### src/verilog/pllcal_defs.svh
// Constants for the PLL lock detect and VCO calibration control block
`ifndef PLLCAL_DEFS_SVH
`define PLLCAL_DEFS_SVH

// -----------------------------------------------------------------------
// Register map
// -----------------------------------------------------------------------
`define PLLCAL_ADDR_W        10
`define PLLCAL_CTRL_ADDR     10'h018
`define PLLCAL_CTRL_RESET    8'h06

// -----------------------------------------------------------------------
// Lock counter targets
// -----------------------------------------------------------------------
`define PLLCAL_NEED_00       8'h05
`define PLLCAL_NEED_01       8'h10
`define PLLCAL_NEED_10       8'h40
`define PLLCAL_NEED_11       8'hFF

// -----------------------------------------------------------------------
// Lock windows and loss-of-lock thresholds, in ps
// -----------------------------------------------------------------------
`define PLLCAL_WIN_LO_PS     16'h0DAC
`define PLLCAL_WIN_HI_PS     16'h1B58
`define PLLCAL_LOSS_LO_PS    16'h1B58
`define PLLCAL_LOSS_HI_PS    16'h36B0

// -----------------------------------------------------------------------
// Calibration divider half periods minus one, in reference ticks
// -----------------------------------------------------------------------
`define PLLCAL_HALF_DIV2     3'h0
`define PLLCAL_HALF_DIV4     3'h1
`define PLLCAL_HALF_DIV8     3'h3
`define PLLCAL_HALF_DIV16    3'h7

`endif

### src/verilog/pllcal_pkg.sv
// Types for the PLL lock detect and VCO calibration control block
package pllcal_pkg;

    // Control register fields, msb first
    typedef struct packed {
        logic       cmos_dc_en;
        logic [1:0] lock_cnt_sel;
        logic       win_range;
        logic       lock_dis;
        logic [1:0] cal_div_sel;
        logic       cal_now;
    } pllcal_ctrl_t;

    // One phase-detector cycle report
    typedef struct packed {
        logic        cycle;
        logic [15:0] diff_ps;
    } pllcal_pfd_t;

    // Register write port
    typedef struct packed {
        logic       wr_en;
        logic [9:0] addr;
        logic [7:0] data;
    } pllcal_wr_t;

    // Main block state
    typedef struct packed {
        pllcal_ctrl_t buf_reg;
        pllcal_ctrl_t act_reg;
        logic [7:0]   run_cnt;
        logic         lock;
        logic         cal_start;
        logic [7:0]   rd_data;
    } pllcal_state_t;

    // Divider state
    typedef struct packed {
        logic [2:0] cnt;
        logic       clk_lvl;
    } pllcal_div_state_t;

endpackage
### src/verilog/pllcal_cal_div.sv
// Calibration clock divider running on reference clock ticks
`timescale 1ns/1ns
`include "pllcal_defs.svh"

module pllcal_cal_div
(
    // Clock and reset
    input  wire logic       clk_sys_in,
    input  wire logic       nrst_in,
    // Reference tick and ratio
    input  wire logic       ref_tick_in,
    input  wire logic [1:0] div_sel_in,
    // Divided clock
    output logic            cal_clk_out
);
    import pllcal_pkg::*;

    pllcal_div_state_t s_q;
    pllcal_div_state_t s_d;

    // Half period minus one for each ratio code
    function automatic logic [2:0] half_last(input logic [1:0] sel);
        unique case (sel)
            2'h0: half_last = `PLLCAL_HALF_DIV2;
            2'h1: half_last = `PLLCAL_HALF_DIV4;
            2'h2: half_last = `PLLCAL_HALF_DIV8;
            2'h3: half_last = `PLLCAL_HALF_DIV16;
        endcase
    endfunction

    // -------------------------------------------------------------------
    // Divider
    // -------------------------------------------------------------------
    always_comb
    begin
        s_d = s_q;
        if (ref_tick_in)
        begin
            // Ratio change applies to the half period in progress, whose count is compared to the new ratio
            if (s_q.cnt >= half_last(div_sel_in))
            begin
                s_d.cnt     = 3'h0;
                s_d.clk_lvl = ~s_q.clk_lvl;
            end
            else
            begin
                s_d.cnt = s_q.cnt + 3'h1;
            end
        end
    end

    always_ff @(posedge clk_sys_in or negedge nrst_in)
    begin
        if (!nrst_in)
            s_q <= '0;
        else
            s_q <= s_d;
    end

    assign cal_clk_out = s_q.clk_lvl;
endmodule

### src/verilog/pllcal_ctrl.sv
// PLL lock detector and VCO calibration control register logic
`timescale 1ns/1ns
`include "pllcal_defs.svh"

// Function
// Lock flag sets after programmed run of consecutive in-window cycles.
// Count codes 00..11 need 5, 16, 64 or 255 cycles.
// A cycle is in-window when edge gap is below window.
// Set flag holds until gap exceeds loss-of-lock threshold.
// Bit 4 picks one of two window ranges; default 3.5 ns.
// Bit 3 set disables lock detection; default enabled.
// Calibration clock is reference clock divided by selectable ratio.
// Divider codes 00, 01, 10 give divide by 2, 4, 8.
// Divider code 11 gives divide by 16, the reset default.
// Software keeps small ratios for slow detector rates only.
// Calibration starts only on active trigger bit going 0 to 1.
// Software writes 0 then 1, each followed by transfer strobe.
// Software keeps VCO divider non-static during calibration.
// Bit 7 enables dc offset on CMOS reference input; default off.
// Out-of-window cycle before lock restarts the run count.
// Writes reach active fields only on register transfer strobe.
module pllcal_ctrl
(
    // Clock and reset
    input  wire logic               clk_sys_in,
    input  wire logic               nrst_in,
    // Serial port register access
    input  pllcal_pkg::pllcal_wr_t  wr_in,
    input  wire logic               io_update_in,
    output logic [7:0]              rd_data_out,
    // Phase detector and reference
    input  pllcal_pkg::pllcal_pfd_t pfd_in,
    input  wire logic               ref_tick_in,
    // Controls to the analog side
    output logic                    digital_lock_flag_out,
    output logic                    cmos_dc_offset_en_out,
    output logic                    cal_clk_out,
    output logic                    cal_start_out
);
    import pllcal_pkg::*;

    pllcal_state_t s_q;
    pllcal_state_t s_d;
    logic          in_win;
    logic          past_loss;
    logic [7:0]    need;

    // Consecutive cycles needed for lock
    function automatic logic [7:0] lock_need(input logic [1:0] sel);
        unique case (sel)
            2'h0: lock_need = `PLLCAL_NEED_00;
            2'h1: lock_need = `PLLCAL_NEED_01;
            2'h2: lock_need = `PLLCAL_NEED_10;
            2'h3: lock_need = `PLLCAL_NEED_11;
        endcase
    endfunction

    // -------------------------------------------------------------------
    // Window compare
    // -------------------------------------------------------------------
    always_comb
    begin
        need   = lock_need(s_q.act_reg.lock_cnt_sel);
        in_win = s_q.act_reg.win_range
               ? (pfd_in.diff_ps < `PLLCAL_WIN_HI_PS)
               : (pfd_in.diff_ps < `PLLCAL_WIN_LO_PS);
        // Separate, wider threshold gives unlock hysteresis
        past_loss = s_q.act_reg.win_range
               ? (pfd_in.diff_ps > `PLLCAL_LOSS_HI_PS)
               : (pfd_in.diff_ps > `PLLCAL_LOSS_LO_PS);
    end

    // -------------------------------------------------------------------
    // Next state
    // -------------------------------------------------------------------
    always_comb
    begin
        s_d           = s_q;
        s_d.cal_start = 1'b0;
        if (wr_in.wr_en && wr_in.addr == `PLLCAL_CTRL_ADDR)
            s_d.buf_reg = pllcal_ctrl_t'(wr_in.data);
        if (io_update_in)
        begin
            // Buffered value becomes active only here
            s_d.act_reg   = s_q.buf_reg;
            s_d.cal_start = s_q.buf_reg.cal_now
                          & ~s_q.act_reg.cal_now;
        end
        if (s_q.act_reg.lock_dis)
        begin
            s_d.lock    = 1'b0;
            s_d.run_cnt = 8'h00;
        end
        else if (pfd_in.cycle)
        begin
            if (s_q.lock)
            begin
                if (past_loss)
                    s_d.lock = 1'b0;
            end
            else if (!in_win)
            begin
                s_d.run_cnt = 8'h00;
            end
            else if (s_q.run_cnt + 8'h01 >= need)
            begin
                s_d.lock    = 1'b1;
                s_d.run_cnt = 8'h00;
            end
            else
            begin
                s_d.run_cnt = s_q.run_cnt + 8'h01;
            end
        end
        s_d.rd_data = s_d.buf_reg;
    end

    always_ff @(posedge clk_sys_in or negedge nrst_in)
    begin
        if (!nrst_in)
        begin
            s_q         <= '0;
            s_q.buf_reg <= pllcal_ctrl_t'(`PLLCAL_CTRL_RESET);
            s_q.act_reg <= pllcal_ctrl_t'(`PLLCAL_CTRL_RESET);
            s_q.rd_data <= `PLLCAL_CTRL_RESET;
        end
        else
        begin
            s_q <= s_d;
        end
    end

    // -------------------------------------------------------------------
    // Calibration clock divider
    // -------------------------------------------------------------------
    pllcal_cal_div u_cal_div
    (
        .clk_sys_in  (clk_sys_in),
        .nrst_in     (nrst_in),
        .ref_tick_in (ref_tick_in),
        .div_sel_in  (s_q.act_reg.cal_div_sel),
        .cal_clk_out (cal_clk_out)
    );

    assign rd_data_out           = s_q.rd_data;
    assign digital_lock_flag_out = s_q.lock;
    assign cmos_dc_offset_en_out = s_q.act_reg.cmos_dc_en;
    assign cal_start_out         = s_q.cal_start;
endmodule

### config.mk
export PLATFORM = sky130hd
export DESIGN_NAME = pllcal_ctrl
export DESIGN_NICKNAME = d
export VERILOG_FILES = /design/src/verilog/pllcal_pkg.sv /design/src/verilog/pllcal_cal_div.sv /design/src/verilog/pllcal_ctrl.sv
export VERILOG_INCLUDE_DIRS = /design/src /design/src/verilog
export SDC_FILE = /design/constraint.sdc
export NUM_CORES = 1
export LEC_CHECK = 0
export BUFFER_PORTS_ARGS = -buffer_cell sky130_fd_sc_hd__buf_2
export CAP_MARGIN = 20
export CORE_MARGIN = 1
export CORE_UTILIZATION = 52
export CTS_CLUSTER_DIAMETER = 50
export DETAILED_ROUTE_END_ITERATION = 7
export MAX_ROUTING_LAYER = met4
export PLACE_DENSITY = 0.85
export SLEW_MARGIN = 20
export SYNTH_ARGS = -nofsm -noshare
export SYNTH_HDL_FRONTEND = slang
export SYNTH_SLANG_ARGS = --single-unit
### constraint.sdc
create_clock -name clk_sys_in -period 3.1 [get_ports clk_sys_in]
set_input_delay 0.62 -clock clk_sys_in [delete_from_list [all_inputs] [get_ports clk_sys_in]]
set_output_delay 0.62 -clock clk_sys_in [all_outputs]
set_load 0.01 [all_outputs]
Word-level counts from Yosys, hierarchy flattened
Cells that the tools add are included.
W data, S select, Z words.
- $add $sub $neg: 2
- magnitude comparators: 6
- equality and inequality tests: 8
- muxes and demuxes: 17
- bitwise logic cells: 3
- reduce and logical (&&, ||, !) cells: 6
- operator list (kind ; number):
    $mux W8 ; 4
    $pmux W8 S4 ; 1
    $mux W9 ; 2
    $gt A16 B13 Y1 const B ; 1
    $gt A16 B14 Y1 const B ; 1
    $lt A16 B12 Y1 const B ; 1
    $lt A16 B13 Y1 const B ; 1
    $pmux W3 S4 ; 1
    $eq A10 B5 Y1 const B ; 1
    $add A8 B1 Y8 const B ; 1
    $eq A2 B2 Y1 const B ; 4
    $ge A8 B8 Y1 ; 1
    $mux W1 ; 7
    $mux W3 ; 2
    $eq A2 B1 Y1 const B ; 2
    $logic_not A2 Y1 ; 2
    $reduce_and A2 Y1 ; 2
    $add A3 B1 Y3 const B ; 1
    $ge A3 B3 Y1 ; 1
    $ne A2 B1 Y1 const B ; 1
    $not A1 Y1 ; 2
    $reduce_bool A2 Y1 ; 1
    $and A1 B1 Y1 ; 1
    $logic_and A1 B1 Y1 ; 1
- bits in registers: 38
- input port bits: 40
- output and inout bits: 12

Logic depth before layout (Yosys ltp)
Gate-level depths: netlist of the first run.
- depth after elaboration: 8
- depth in mapped cells: 10

Modules after synthesis
From an unflattened synthesis of the first run, not the netlist that was laid out.
- cell total of the unflattened synthesis: 190
- area total of the unflattened synthesis: 1904.3 um^2
- by module, submodules not included (module ; instances ; cells an instance ; area an instance (um^2) ; sequential area each (um^2)):
    pllcal_ctrl ; 1 ; 163 ; 1641.6 ; 655.6
    pllcal_cal_div ; 1 ; 27 ; 262.8 ; 100.1

Worst setup path before layout of the first run
No wires, ideal clock.
- kind: reg-to-reg
- start point: reg s_q[10] in the netlist's numbering
- end point: reg s_q, in the netlist digital_lock_flag_out
- setup time: 0.082 ns
- arrival: 2.198 ns
- data required time: 3.018 ns
- setup slack: 0.820 ns
- cell stages (with the launch flop): 11
- buffers on the path: 0
- cell sequence: dfrtp_1 -> and3_1 -> nand3_1 -> and2_1 -> or2_2 -> ha_1 -> nand4_1 -> a21oi_1 -> a211oi_1 -> or3b_1 -> o22ai_1
- word-level cells in the longest chain between the ends: 7
- RTL lines (item ; RTL line ; source):
    from (decl) ; pllcal_ctrl.sv:42 ; pllcal_state_t s_q;
    $add A8 B1 Y8 ; pllcal_ctrl.sv:105 ; else if (s_q.run_cnt + 8'h01 >= need)
    $ge A8 B8 Y1 ; pllcal_ctrl.sv:105 ;
    $mux W1 ; pllcal_ctrl.sv:105 ;
    $mux W1 ; pllcal_ctrl.sv:101 ; else if (!in_win)
    $mux W1 ; pllcal_ctrl.sv:96 ; if (s_q.lock)
    $mux W9 ; pllcal_ctrl.sv:94 ; else if (pfd_in.cycle)
    $mux W9 ; pllcal_ctrl.sv:89 ; if (s_q.act_reg.lock_dis)
No other way between the ends. The select of a mux whose other input is x is not followed.
A chain may end at the register's enable or synchronous reset.

Final worst setup path of the first run
- start point: reg s_q[10] in the netlist's numbering
- end point: reg s_q[10] in the netlist's numbering
- word-level cells in the longest chain between the ends: 7
- RTL lines (item ; RTL line):
    $add A8 B1 Y8 * ; pllcal_ctrl.sv:105, pllcal_ctrl.sv:112
    $ge A8 B8 Y1 ; pllcal_ctrl.sv:105
    $mux W8 * ; pllcal_ctrl.sv:105
    $mux W8 * ; pllcal_ctrl.sv:101
    $mux W8 * ; pllcal_ctrl.sv:96
    $mux W9 * ; pllcal_ctrl.sv:94
    $mux W9 * ; pllcal_ctrl.sv:89
Every way passes the cells marked *; elsewhere a longest branch is shown, timed or not. The select of a mux whose other input is x is not followed.

==> summary.md, run 1 <==
| Metric | Value |
|---|---|
| Final nets | 297 |
| Core Util, Final | 64.91% |
| Sequential area share after synthesis | 39.61% |
| CTS sink count | 30 |
| Setup_tns | 0 ns |
| Via count | 1,567 |
| Hold Crit Class | in2async |
| Period utilization | 81.47% |
| Crit. End Element | flip-flop |
| Post-synth EDFFs | 0 |
| Pins Over Slew Limit | 0 |
| # resized after CTS | 0 |
| Outcome | completed |
| Area of the mapped netlist | 1908 um2 |
| FF-to-FF Start | s_q[10]$_DFFE_PN0P_ |
| Layout Cells excl Fill | 286 |
| Die Span X | 62.58 um |
| Full die area | 3916 um2 |
| Fmax | 395.9 MHz |
| CP Launch Type | flip-flop |
| Placed wire-length estimate | 2884 um |
| Die height | 62.58 um |
| Final Hold Fails | 0 |
| Total power | 744.7 uW |
| Switch Pwr | 187.9 uW |
| Ys Warns | 0 |
| Mean number of vias per cell | 5.479 |
| IO buf count | 51 |
| Top FF cell, synth | dfrtp_1 |
| Minimum clock period | 2.526 ns |
| Initial antenna violation count | 0 |
| Layout cells sized above 1 | 34.17% |
| Global-route wire length before repair | 6458 um |
| Net Count, Synth | 248 |
| Layout area overhead | 16.20% |
| Critical path data arrival time | 2.80 ns |
| Layout Skew | 0.003001 ns |
| Hold_buf cts | 0 |
| Gate power share | 12.5% |
| Largest net degree at the start of global routing | 31 |
| Maxcap violations | 0 |
| H-tree levels | 2 |
| Setup crit start | s_q[10]$_DFFE_PN0P_ |
| Final GP Congestion | 0.8279 |
| P_leak | 1.125 nW |
| Unrepaired setup endpoints after global routing | false |
| Clock Pin Slew Worst Setup and Hold Paths | 0.09 ns |
| Critical path class | reg2reg |
| CTS buffer count | 5 |
| Synthesized area per cell | 10.04 um2 |
| Detailed Route WL | 3634 um |
| Most common cell after layout, fill and taps aside | buf_2 |
| Seq pwr share | 55.1% |
| CTS tree | built |
| Mapped Cells | 190 |
| Grt total ovfl | 0 |
| Count of state elements after synthesis | 30 |
| Worst slew pin tran | 0.6368 ns |
| Commonest cells after routing, fill and taps aside | buf_2, dfrtp_1, ha_1 |
| Clock Latency Late Sink | 0.33 ns |
| FFs w/ async S/R, synth | 100.0% |
| IO Pins | 52 |
| Internal | 556.8 uW |
| Mean routed wirelength per cell | 12.71 um |
| # fillers | 289 |
| Length of the first detailed-routing pass in iterations | 4 |
| Worst slew margin | 57.55% |
| Cell Pwr Density | 335.9 nW/um2 |
| Hold Slack | 0.3015 ns |
| Initial Utilization | 55.86% |
| Vias in the first global route | 1,546 |
| CP Data Required Time | 3.37 ns |
| Row count | 21 |
| Final setup vio count | 0 |
| Placed Instances | 278 |
| Crit path max fanout | 6 |
| Routed Antenna Nets | 0 |
| Clock power share | 32.3% |
| Setup bufs post-CTS | 0 |
| Core area | 3416 um2 |
| Sw frac | 25.24% |
| Clk buf depth | 2 |
| GR Util All Layers | 21.39% |
| 1st-iter DRT viols | 60 |
| DRC | 0 |
| Worst vdd ir | 204.9 uV |
| Inserted Diodes | 0 |
| Root buffer cell | clkbuf_4 |
| Netlist cell types | 44 |
-- registers in the layout, indices dropped and copies added (netlist names) --
signal / cells
cal_start_out: 1
rd_data_out: 7
s_q: 16
cmos_dc_offset_en_out: 1
u_cal_div.cal_clk_out: 1
digital_lock_flag_out: 1
u_cal_div.s_q: 3
-- cell type report --
class / instances / area, um2 / share of cell area, %
Multi-Input combinational cell: 138 / 1040 / 46.90
Sequential cell: 30 / 755.7 / 34.09
Timing Repair Buffer: 51 / 255.2 / 11.51
Tap cell: 46 / 57.56 / 2.596
Clock buffer: 7 / 55.05 / 2.483
Inverter: 13 / 48.80 / 2.201
Clock inverter: 1 / 5.005 / 0.2257
-- power by group through the flow --
| stage | clock network, mW | logic, mW | registers [mW] |
|---|---|---|---|
| after global placement | 0 | 0.0920 | 0.417 |
| after detailed placement | 0 | 0.0939 | 0.418 |
| after global routing | 0.261 | 0.105 | 0.413 |
| after CTS | 0.244 | 0.0945 | 0.411 |
| after floorplan | 0 | 0.0383 | 0.421 |
| final | 0.241 | 0.0934 | 0.410 |
-- kinds of logic (layout without fill, tap and decap cells) --
group,count (synthesis),after routing,share of synthesized area [%]
buffers and inverters,22,72,5.902
AOI/OAI and AO/OA,40,40,15.08
xor gates and xnor gates,6,6,2.755
DFF,30,30,39.61
and+or+nand+nor,61,61,17.25
muxes,13,13,7.607
adders and majority gates,18,18,11.80
-- cells in the mapped netlist, types with 5 or more instances --
cell type,number,area share [%]
a22o_1,5,2.3
a21oi_1,6,1.6
buf_4,8,3.1
nor2_1,10,2.0
nand2_1,15,3.0
dfrtp_1,26,34
ha_1,18,12
mux2_2,12,7.1
inv_1,13,2.6
o21ai_0,11,2.9
nand3_1,11,2.9
-- worst max-delay path, stage by stage (launching register included) --
cell and delay, ns:
dfrtp_1 0.42, and3_1 0.17, nand3_1 0.12, and2_1 0.19, or2_2 0.29, ha_1 0.29
a211oi_1 0.25, nor2_1 0.11, a211oi_2 0.27, o21a_4 0.20, mux2_2 0.14
-- final timing paths --
kind | to | slack [ns] | depth (start not counted)
worst min-delay path | s_q[14]$_DFFE_PN0P_ | 0.30 | 1
worst max-delay path | s_q[10]$_DFFE_PN0P_ | 0.57 | 10
max in group asynchronous | digital_lock_flag_out$_DFFE_PN0P_ | 2.38 | 1
min in group clk_sys_in | cal_start_out$_DFF_PN0_ | 0.43 | 1
worst min register to register | cal_start_out$_DFF_PN0_ | 0.43 | 1
worst max register to register | s_q[10]$_DFFE_PN0P_ | 0.57 | 10
-- metrics by stage --
step / setup WS, ns / instance area (um2)
finish: 0.5744 / 2217
global route: 0.4485 / 2217
CTS: 0.5920 / 2217
detailed placement: 0.6184 / 2157
global placement: 0.7262 / 2157
floorplan: 0.8200 / 1908
-- layer usage --
layer | track usage [%] | share of wire [%] | wire [um] | vias to the layer above
li1 | - | - | - | 775
met3 | 4.197 | 4.5 | 163 | 9
met5 | - | 0 | 0 | -
met1 | 26.23 | 45 | 1650 | 731
met2 | 34.65 | 48 | 1746 | 52
met4 | 8.430 | 2.0 | 73 | 0
(Power assumes the default switching activity.)
==> run 2, diff against run 1 <==
Settings changed: CORE_UTILIZATION 52 to 47, PLACE_DENSITY 0.85 to 0.82.
Clock period 3.1 ns to 2.25 ns, I/O delays scaled along.
==> run 2 against run 1 <==
Effect of this change: combinational power grew 47%; critical endpoint unchanged; largest cell class unchanged; the flow now finishes with violations (negative setup slack); cell count up 6.3%; non-clock buffer count increased by 16; utilization up 1.4 points; hold slack worse by 0.11 ns; design area up 13%; clock power increased by 87%.
==> summary.md, run 2 (synthesis gave the netlist of run 1 again) <==
| Metric | Value |
|---|---|
| Outcome | complete, but fails checks |
| Failing checks | negative setup slack |
| Final nets | 313 (+5.4%) |
| Reg area | 755.7 um2 (unchanged) |
| Clock Pin Slew Worst Setup and Hold Paths | 0.06 ns (-0.03 ns) |
| Worst path bufs/invs | 0 (unchanged) |
| Max reg flops | 16 (unchanged) |
| Area of the multi-input gates | 1156 um2 (+11%) |
| Die height | 65.72 um (+5.0%) |
| Layout Cells excl Fill | 304 (+6.3%) |
| Final GP Congestion | 0.8938 (+8.0%) |
| Mean number of vias per cell | 5.434 (-0.82%) |
| Routed wl met3 | 147 um (-9.8%) |
| Worst vdd ir | 443.5 uV (+120%) |
| Crit path max fanout | 6 (unchanged) |
| Global-route wire length before repair | 6893 um (+6.7%) |
| Final setup margin | -0.03806 ns (-0.6125 ns) |
| # fillers | 288 (-0.35%) |
| Cell Area, Placed | 2246 um2 (+4.1%) |
| Core area | 3771 um2 (+10%) |
| IO Pins | 52 (unchanged) |
| CTS buffer count | 5 (unchanged) |
| Minimum clock period | 2.288 ns (-0.2375 ns) |
| Routed Antenna Nets | 0 (unchanged) |
| Top sig layer | met4 |
| Root buffer cell | clkbuf_8 |
| Commonest cells after routing, fill and taps aside | buf_2, dfrtp_1, nand2_1, ha_1, buf_4 |
| Placed Instances | 291 (+4.7%) |
| Crit. End Element | flip-flop |
| Fmax | 437.1 MHz (+10%) |
| Layout Skew | 0.003279 ns (+0.0002786 ns) |
| Mean routed wirelength per cell | 13.42 um (+5.6%) |
| Detailed Route WL | 4080 um (+12%) |
| GR Util All Layers | 21.85% (+0.46 points) |
| Worst slew margin | 56.79% (-0.76 points) |
| P_leak | 1.237 nW (+10%) |
| R2R Setup Slk | -0.04 ns (-0.61 ns) |
| Grt total ovfl | 0 (unchanged) |
| Crit-path cells | and3_4 -> nand3_4 -> and2_4 -> or2_4 -> ha_4 -> nand4_1 -> a21oi_2 -> a211oi_2 -> o21a_4 -> mux2_4 |
| Period utilization | 101.7% (+20 points) |
| Most common cell after layout, fill and taps aside | buf_2 |
| Clock Latency Late Sink | 0.28 ns (-0.05 ns) |
| Hold Crit Class | in2async |
| Layout cells sized above 1 | 44.92% (+11 points) |
| CP delay by family, top | simple AND/OR/NAND/NOR gates |
| Initial antenna violation count | 0 (unchanged) |
| CP Launch Type | flip-flop |
| Slowest CP cell | dfrtp_1 |
| Die Span X | 65.72 um (+5.0%) |
| Final setup vio count | 7 (+7) |
| WL met1 | 1802 um (+9.2%) |
| Length of the first detailed-routing pass in iterations | 4 (unchanged) |
| Critical path class | reg2reg |
| DRC | 0 (unchanged) |
| Critical path data arrival time | 2.45 ns (-0.35 ns) |
| Row count | 22 (+4.8%) |
| Vias in the first global route | 1,533 (-0.84%) |
| CTS sink count | 30 (unchanged) |
| Design area | 2502 um2 (+13%) |
| CP Data Required Time | 2.41 ns (-0.96 ns) |
| Inserted Diodes | 0 (unchanged) |
| CTS tree | built |
| Final Hold Fails | 0 (unchanged) |
| Largest net degree at the start of global routing | 31 (unchanged) |
| H-tree levels | 2 (unchanged) |
| Worst slew pin tran | 0.6482 ns (+0.01142 ns) |
| Maxcap violations | 0 (unchanged) |
| Top reg by flops | s_q |
| Hold_buf cts | 0 (unchanged) |
| Core Util, Final | 66.36% (+1.4 points) |
| Via count | 1,652 (+5.4%) |
| Initial Utilization | 50.60% (-5.3 points) |
| 1st-iter DRT viols | 65 (+8.3%) |
| IO buf count | 51 (unchanged) |
| Max stage delay on crit path | 0.40 ns (-0.02 ns) |
| Full die area | 4318 um2 (+10%) |
| Pins Over Slew Limit | 0 (unchanged) |
| Metal2 WL | 2056 um (+18%) |
| Cell Pwr Density | 461.4 nW/um2 (+37%) |
| Total power | 1.155 mW (+55%) |
| Layout area overhead | 31.15% |
| Unrepaired setup endpoints after global routing | true |
| Placed wire-length estimate | 3050 um (+5.7%) |
| Clk buf depth | 2 (unchanged) |
[run 2: repair_timing]
item	in CTS	in global routing
resized for setup	16	10
endpoints found under the setup margin	9	9
pin swaps	10	9
buffers inserted	4	1
[run 2: worst reg2reg max path: cells and delay by family (launching register included)]
family                   cells  cell delay (ns)
flip-flops                   1             0.40
multiplexers                 1             0.27
AND/OR/NAND/NOR              5             0.78
AO/OA/AOI/OAI                3             0.43
adder cells (fa/ha/maj)      1             0.28
[run 2: final timing paths]
path	from	depth (start not counted)	end
max in group asynchronous	nrst_in	1	s_q[11]$_DFFE_PN0P_
setup reg to reg	s_q[10]$_DFFE_PN0P_	10	s_q[10]$_DFFE_PN0P_
hold / removal	nrst_in	1	s_q[10]$_DFFE_PN0P_
hold reg to reg	s_q[18]$_DFFE_PN0P_	1	cal_start_out$_DFF_PN0_
min in group clk_sys_in	wr_in[0]	2	rd_data_out[0]$_DFFE_PN0P_
setup / recovery	s_q[10]$_DFFE_PN0P_	10	s_q[10]$_DFFE_PN0P_
[run 2: report_power, final]
part / internal, mW / switching (mW) / leakage, nW / total (mW)
Sequential: 0.556 / 0.0107 / 0.402 / 0.566
Clock: 0.245 / 0.205 / 0.0472 / 0.451
Combinational: 0.0668 / 0.0705 / 0.788 / 0.137
[run 2: per-stage QoR]
| step | setup TNS, ns | setup WS [ns] | hold slack [ns] |
|---|---|---|---|
| floorplan | 0 | 0.006947 | 0.1544 |
| global placement | -0.05697 | -0.02526 | 0.4355 |
| detailed placement | -1.368 | -0.2080 | 0.4357 |
| CTS | -0.002906 | -0.002906 | 0.2095 |
| global route | -0.8209 | -0.1311 | 0.2420 |
| finish | -0.1148 | -0.03806 | 0.1919 |
[run 2: per-layer routing]
metal / global-route usage (%) / up-vias
met5: - / -
met4: 8.696 / 0
met3: 3.299 / 7
met2: 36.35 / 45
met1: 26.47 / 795
li1: - / 805
[run 2: cell type report]
class / count / share of cell area [%]
Tap cell: 48 / 2.400
Clock inverter: 2 / 0.5000
Timing Repair Buffer: 67 / 15.45
Sequential cell: 30 / 30.20
Clock buffer: 6 / 3.300
Multi-Input combinational cell: 138 / 46.20
Inverter: 13 / 1.950
==> run 3, diff against run 2 <==
Settings changed: SYNTH_HIERARCHICAL set to 1.
==> run 3 against run 2 <==
Effect of this change: the flow still finishes with violations (negative setup slack); clock-buffer cell count did not move; critical endpoint is now s_q[12]$_DFFE_PN0P_; sequential power barely moved; first-iteration DRC count fell by 17%; design area fell by 0.55%; clock power rose by 52%; flip-flop and latch count did not move; synthesized cell count did not move; global-route usage rose by 3.9 points; largest cell class unchanged; non-clock buffer count fell by 6; power rose by 21%; highest routed layer unchanged.
==> summary.md, run 3 <==
| Metric | Value |
|---|---|
| Outcome | complete, but fails checks |
| Failing checks | negative setup slack |
| Synth Area in Adders | 11.83% (+0.023 points) |
| Synth Area in XOR/XNOR | 2.300% (-0.45 points) |
| Layout cells sized above 1 | 43.20% (-1.7 points) |
| Netlist cell types | 48 (+9.1%) |
| DRC | 0 (unchanged) |
| Vias in the first global route | 1,719 (+12%) |
| Final nets | 307 (-1.9%) |
| Worst vdd ir | 460.8 uV (+3.9%) |
| Synth top area share | 34.17% (+0.067 points) |
| Area of the mapped netlist | 1904 um2 (-0.20%) |
| Slowest CP cell | dfrtp_1 |
| CTS sink count | 30 (unchanged) |
| Largest net degree at the start of global routing | 31 (unchanged) |
| Count of state elements after synthesis | 30 (unchanged) |
| Hold Crit Class | in2async |
| Crit path max fanout | 8 (+2) |
| Final Hold Fails | 0 (unchanged) |
| Top FF cell, synth | dfrtp_1 |
| Die height | 65.66 um (about the same) |
| Design area | 2489 um2 (-0.55%) |
| Top-count cell post-synth | dfrtp_1 |
| Sequential area share after synthesis | 39.68% (+0.078 points) |
| Top reg by flops | s_q |
| CTS tree | built |
| CP delay by family, top | compound AO/OA/AOI/OAI gates |
| Setup_tns | -0.4246 ns (-0.3098 ns) |
| Mapped Cells | 190 (unchanged) |
| Placed Instances | 285 (-2.1%) |
| Full die area | 4311 um2 (-0.18%) |
| FF-to-FF Start | s_q[10]$_DFFE_PN0P_ |
| Maxcap violations | 0 (unchanged) |
| P_leak | 1.218 nW (-1.5%) |
| Largest family of logic cells by synthesized area | simple AND/OR/NAND/NOR gates |
| Detailed Route WL | 4765 um (+17%) |
| Setup crit start | s_q[10]$_DFFE_PN0P_ |
| Layout area overhead | 30.68% |
| Crit-path cells | and3_4 -> nand3_4 -> and2_4 -> or2_4 -> ha_4 -> a21o_1 -> a221oi_4 -> o211a_4 -> o221ai_1 -> nand2_1 |
| Commonest cells after routing, fill and taps aside | buf_2, dfrtp_1, nand2_1 |
| Cell Area, Placed | 2217 um2 (-1.3%) |
| Initial Utilization | 50.50% (-0.10 points) |
| Simple-Gate Fraction of Synth Area | 17.54% (+0.30 points) |
| Length of the first detailed-routing pass in iterations | 4 (unchanged) |
| Clock Pin Slew Worst Setup and Hold Paths | 0.07 ns (about the same) |
| Die Span X | 65.66 um (about the same) |
| CP Launch Type | flip-flop |
| IO buf count | 51 (unchanged) |
| Period utilization | 104.8% (+3.1 points) |
| Unrepaired setup endpoints after global routing | true |
| Layout Skew | 0.004962 ns (+0.001683 ns) |
| FFs w/ async S/R, synth | 100.0% (unchanged) |
| Worst r2r dst | s_q[12]$_DFFE_PN0P_ |
| Multiplexer share of the synthesized area | 6.505% (-1.1 points) |
| Core area | 3771 um2 (unchanged) |
| 1st-iter DRT viols | 54 (-17%) |
| Inserted Diodes | 0 (unchanged) |
| Critical path data arrival time | 2.57 ns (+0.12 ns) |
| Net Count, Synth | 248 (unchanged) |
| Max stage delay on crit path | 0.39 ns (about the same) |
| Cell Pwr Density | 560.0 nW/um2 (+21%) |
| Via count | 1,734 (+5.0%) |
| R2R depth | 10 (unchanged) |
| Synth Area in Compound Gates | 16.62% (+1.5 points) |
| Critical path class | reg2reg |
| Post-synth EDFFs | 0 (unchanged) |
| Layout Cells excl Fill | 298 (-2.0%) |
| Pins Over Slew Limit | 0 (unchanged) |
| Synthesized area per cell | 10.02 um2 (-0.20%) |
| Fmax | 424.2 MHz (-2.9%) |
| Final GP Congestion | 0.8208 (-8.2%) |
| Final setup vio count | 9 (+2) |
| Initial antenna violation count | 0 (unchanged) |
| H-tree levels | 2 (unchanged) |
| Mean number of vias per cell | 5.819 (+7.1%) |
| R2R Setup Slk | -0.11 ns (-0.07 ns) |
| Routed Antenna Nets | 0 (unchanged) |
| Worst slew pin tran | 0.7542 ns (+0.1060 ns) |
| Mean routed wirelength per cell | 15.99 um (+19%) |
| Crit. End Element | flip-flop |
| Clk buf depth | 2 (unchanged) |
| Final setup margin | -0.1073 ns (-0.06920 ns) |
| Minimum clock period | 2.357 ns (+0.06920 ns) |
| IO Pins | 52 (unchanged) |
| Ranking of synthesized cells by area | dfrtp_1, ha_1, mux2_2, dfstp_2, nand2_1 |
| Commonest cells in the netlist | dfrtp_1, nand2_1, ha_1 |
| Clock Latency Late Sink | 0.28 ns (about the same) |
| Global-route wire length before repair | 8100 um (+18%) |
| Grt total ovfl | 0 (unchanged) |
| CTS buffer count | 5 (unchanged) |
| Ys Warns | 6 (+6) |
| Most common cell after layout, fill and taps aside | buf_2 |
| Worst slew margin | 49.72% (-7.1 points) |
| Root buffer cell | clkbuf_8 |
| Row count | 22 (unchanged) |
| Dominant cell type by area after synthesis | dfrtp_1 |
| Placed wire-length estimate | 3164 um (+3.7%) |
| Worst path bufs/invs | 0 (unchanged) |
| GR Util All Layers | 25.76% (+3.9 points) |
| CP Data Required Time | 2.47 ns (+0.06 ns) |
| Max reg flops | 16 (unchanged) |
[run 3: changes by cell type after synthesis, sizes merged, moves of 3 or more]
cell    before  now
nand2b       4    1
nand3       11    7
nand2       15   21
a32o         0    5
a22o         5    0
[run 3: what timing repair did]
action / in CTS / in global routing
hold buffers: 0 / 0
hold endpoints to repair: 0 / 0
endpoints found under the setup margin: 9 / 9
gates resized for setup: 17 / 0
gates cloned: 0 / 0
pin swaps: 19 / 1
setup buffers: 3 / 2
[run 3: per-stage QoR]
stage	util [%]	setup slack [ns]	total power, mW	hold WS [ns]
final	65.99	-0.1073	1.394	0.2013
after global routing	65.99	-0.2439	1.438	0.2548
after CTS	65.59	-0.04271	1.396	0.2167
after detailed placement	58.79	-0.1367	0.7108	0.4135
after floorplan	-	0.01820	0.6335	0.1544
after global placement	58.79	-0.07833	0.7065	0.4143
[run 3: how the worst max path moves through the flow]
stage                     depth (start not counted)  slack [ns]                                 to
after floorplan                                   9        0.02                s_q[10]$_DFFE_PN0P_
after CTS                                        10       -0.04  digital_lock_flag_out$_DFFE_PN0P_
final                                            10       -0.11                s_q[12]$_DFFE_PN0P_
after global placement                            9       -0.08                s_q[10]$_DFFE_PN0P_
after detailed placement                         10       -0.14                s_q[12]$_DFFE_PN0P_
after global routing                             10       -0.24                s_q[12]$_DFFE_PN0P_
[run 3: routing by layer]
layer  global-route usage (%)  share of wire (%)  routed length, um
met5                        -                  0                  0
met4                    8.967                2.4                114
met3                    4.514                5.2                248
met2                    43.75                 52               2499
met1                    30.53                 40               1903
[run 3: cell families after synthesis]
| group | after synthesis |
|---|---|
| AO/OA/AOI/OAI | 43 |
| XOR/XNOR | 5 |
| adder cells (fa/ha/maj) | 18 |
| buffers and inverters | 20 |
| flip-flops | 30 |
| multiplexers | 11 |
| AND/OR/NAND/NOR | 63 |
[run 3: cell type report]
class	instances	area [um2]
fillers	265	1282
multi-input cells	140	1159
flip-flops and latches	30	755.7
repair buffers	61	330.3
clock buffers	6	82.58
clock inverters	2	60.06
well taps	48	60.06
inverters	11	41.29
[run 3: report_power, final]
part	internal (mW)	total, mW	switching, mW	leakage [nW]
clock	0.472	0.684	0.212	0.0714
combinational	0.0661	0.143	0.0771	0.745
sequential	0.556	0.566	0.0105	0.402
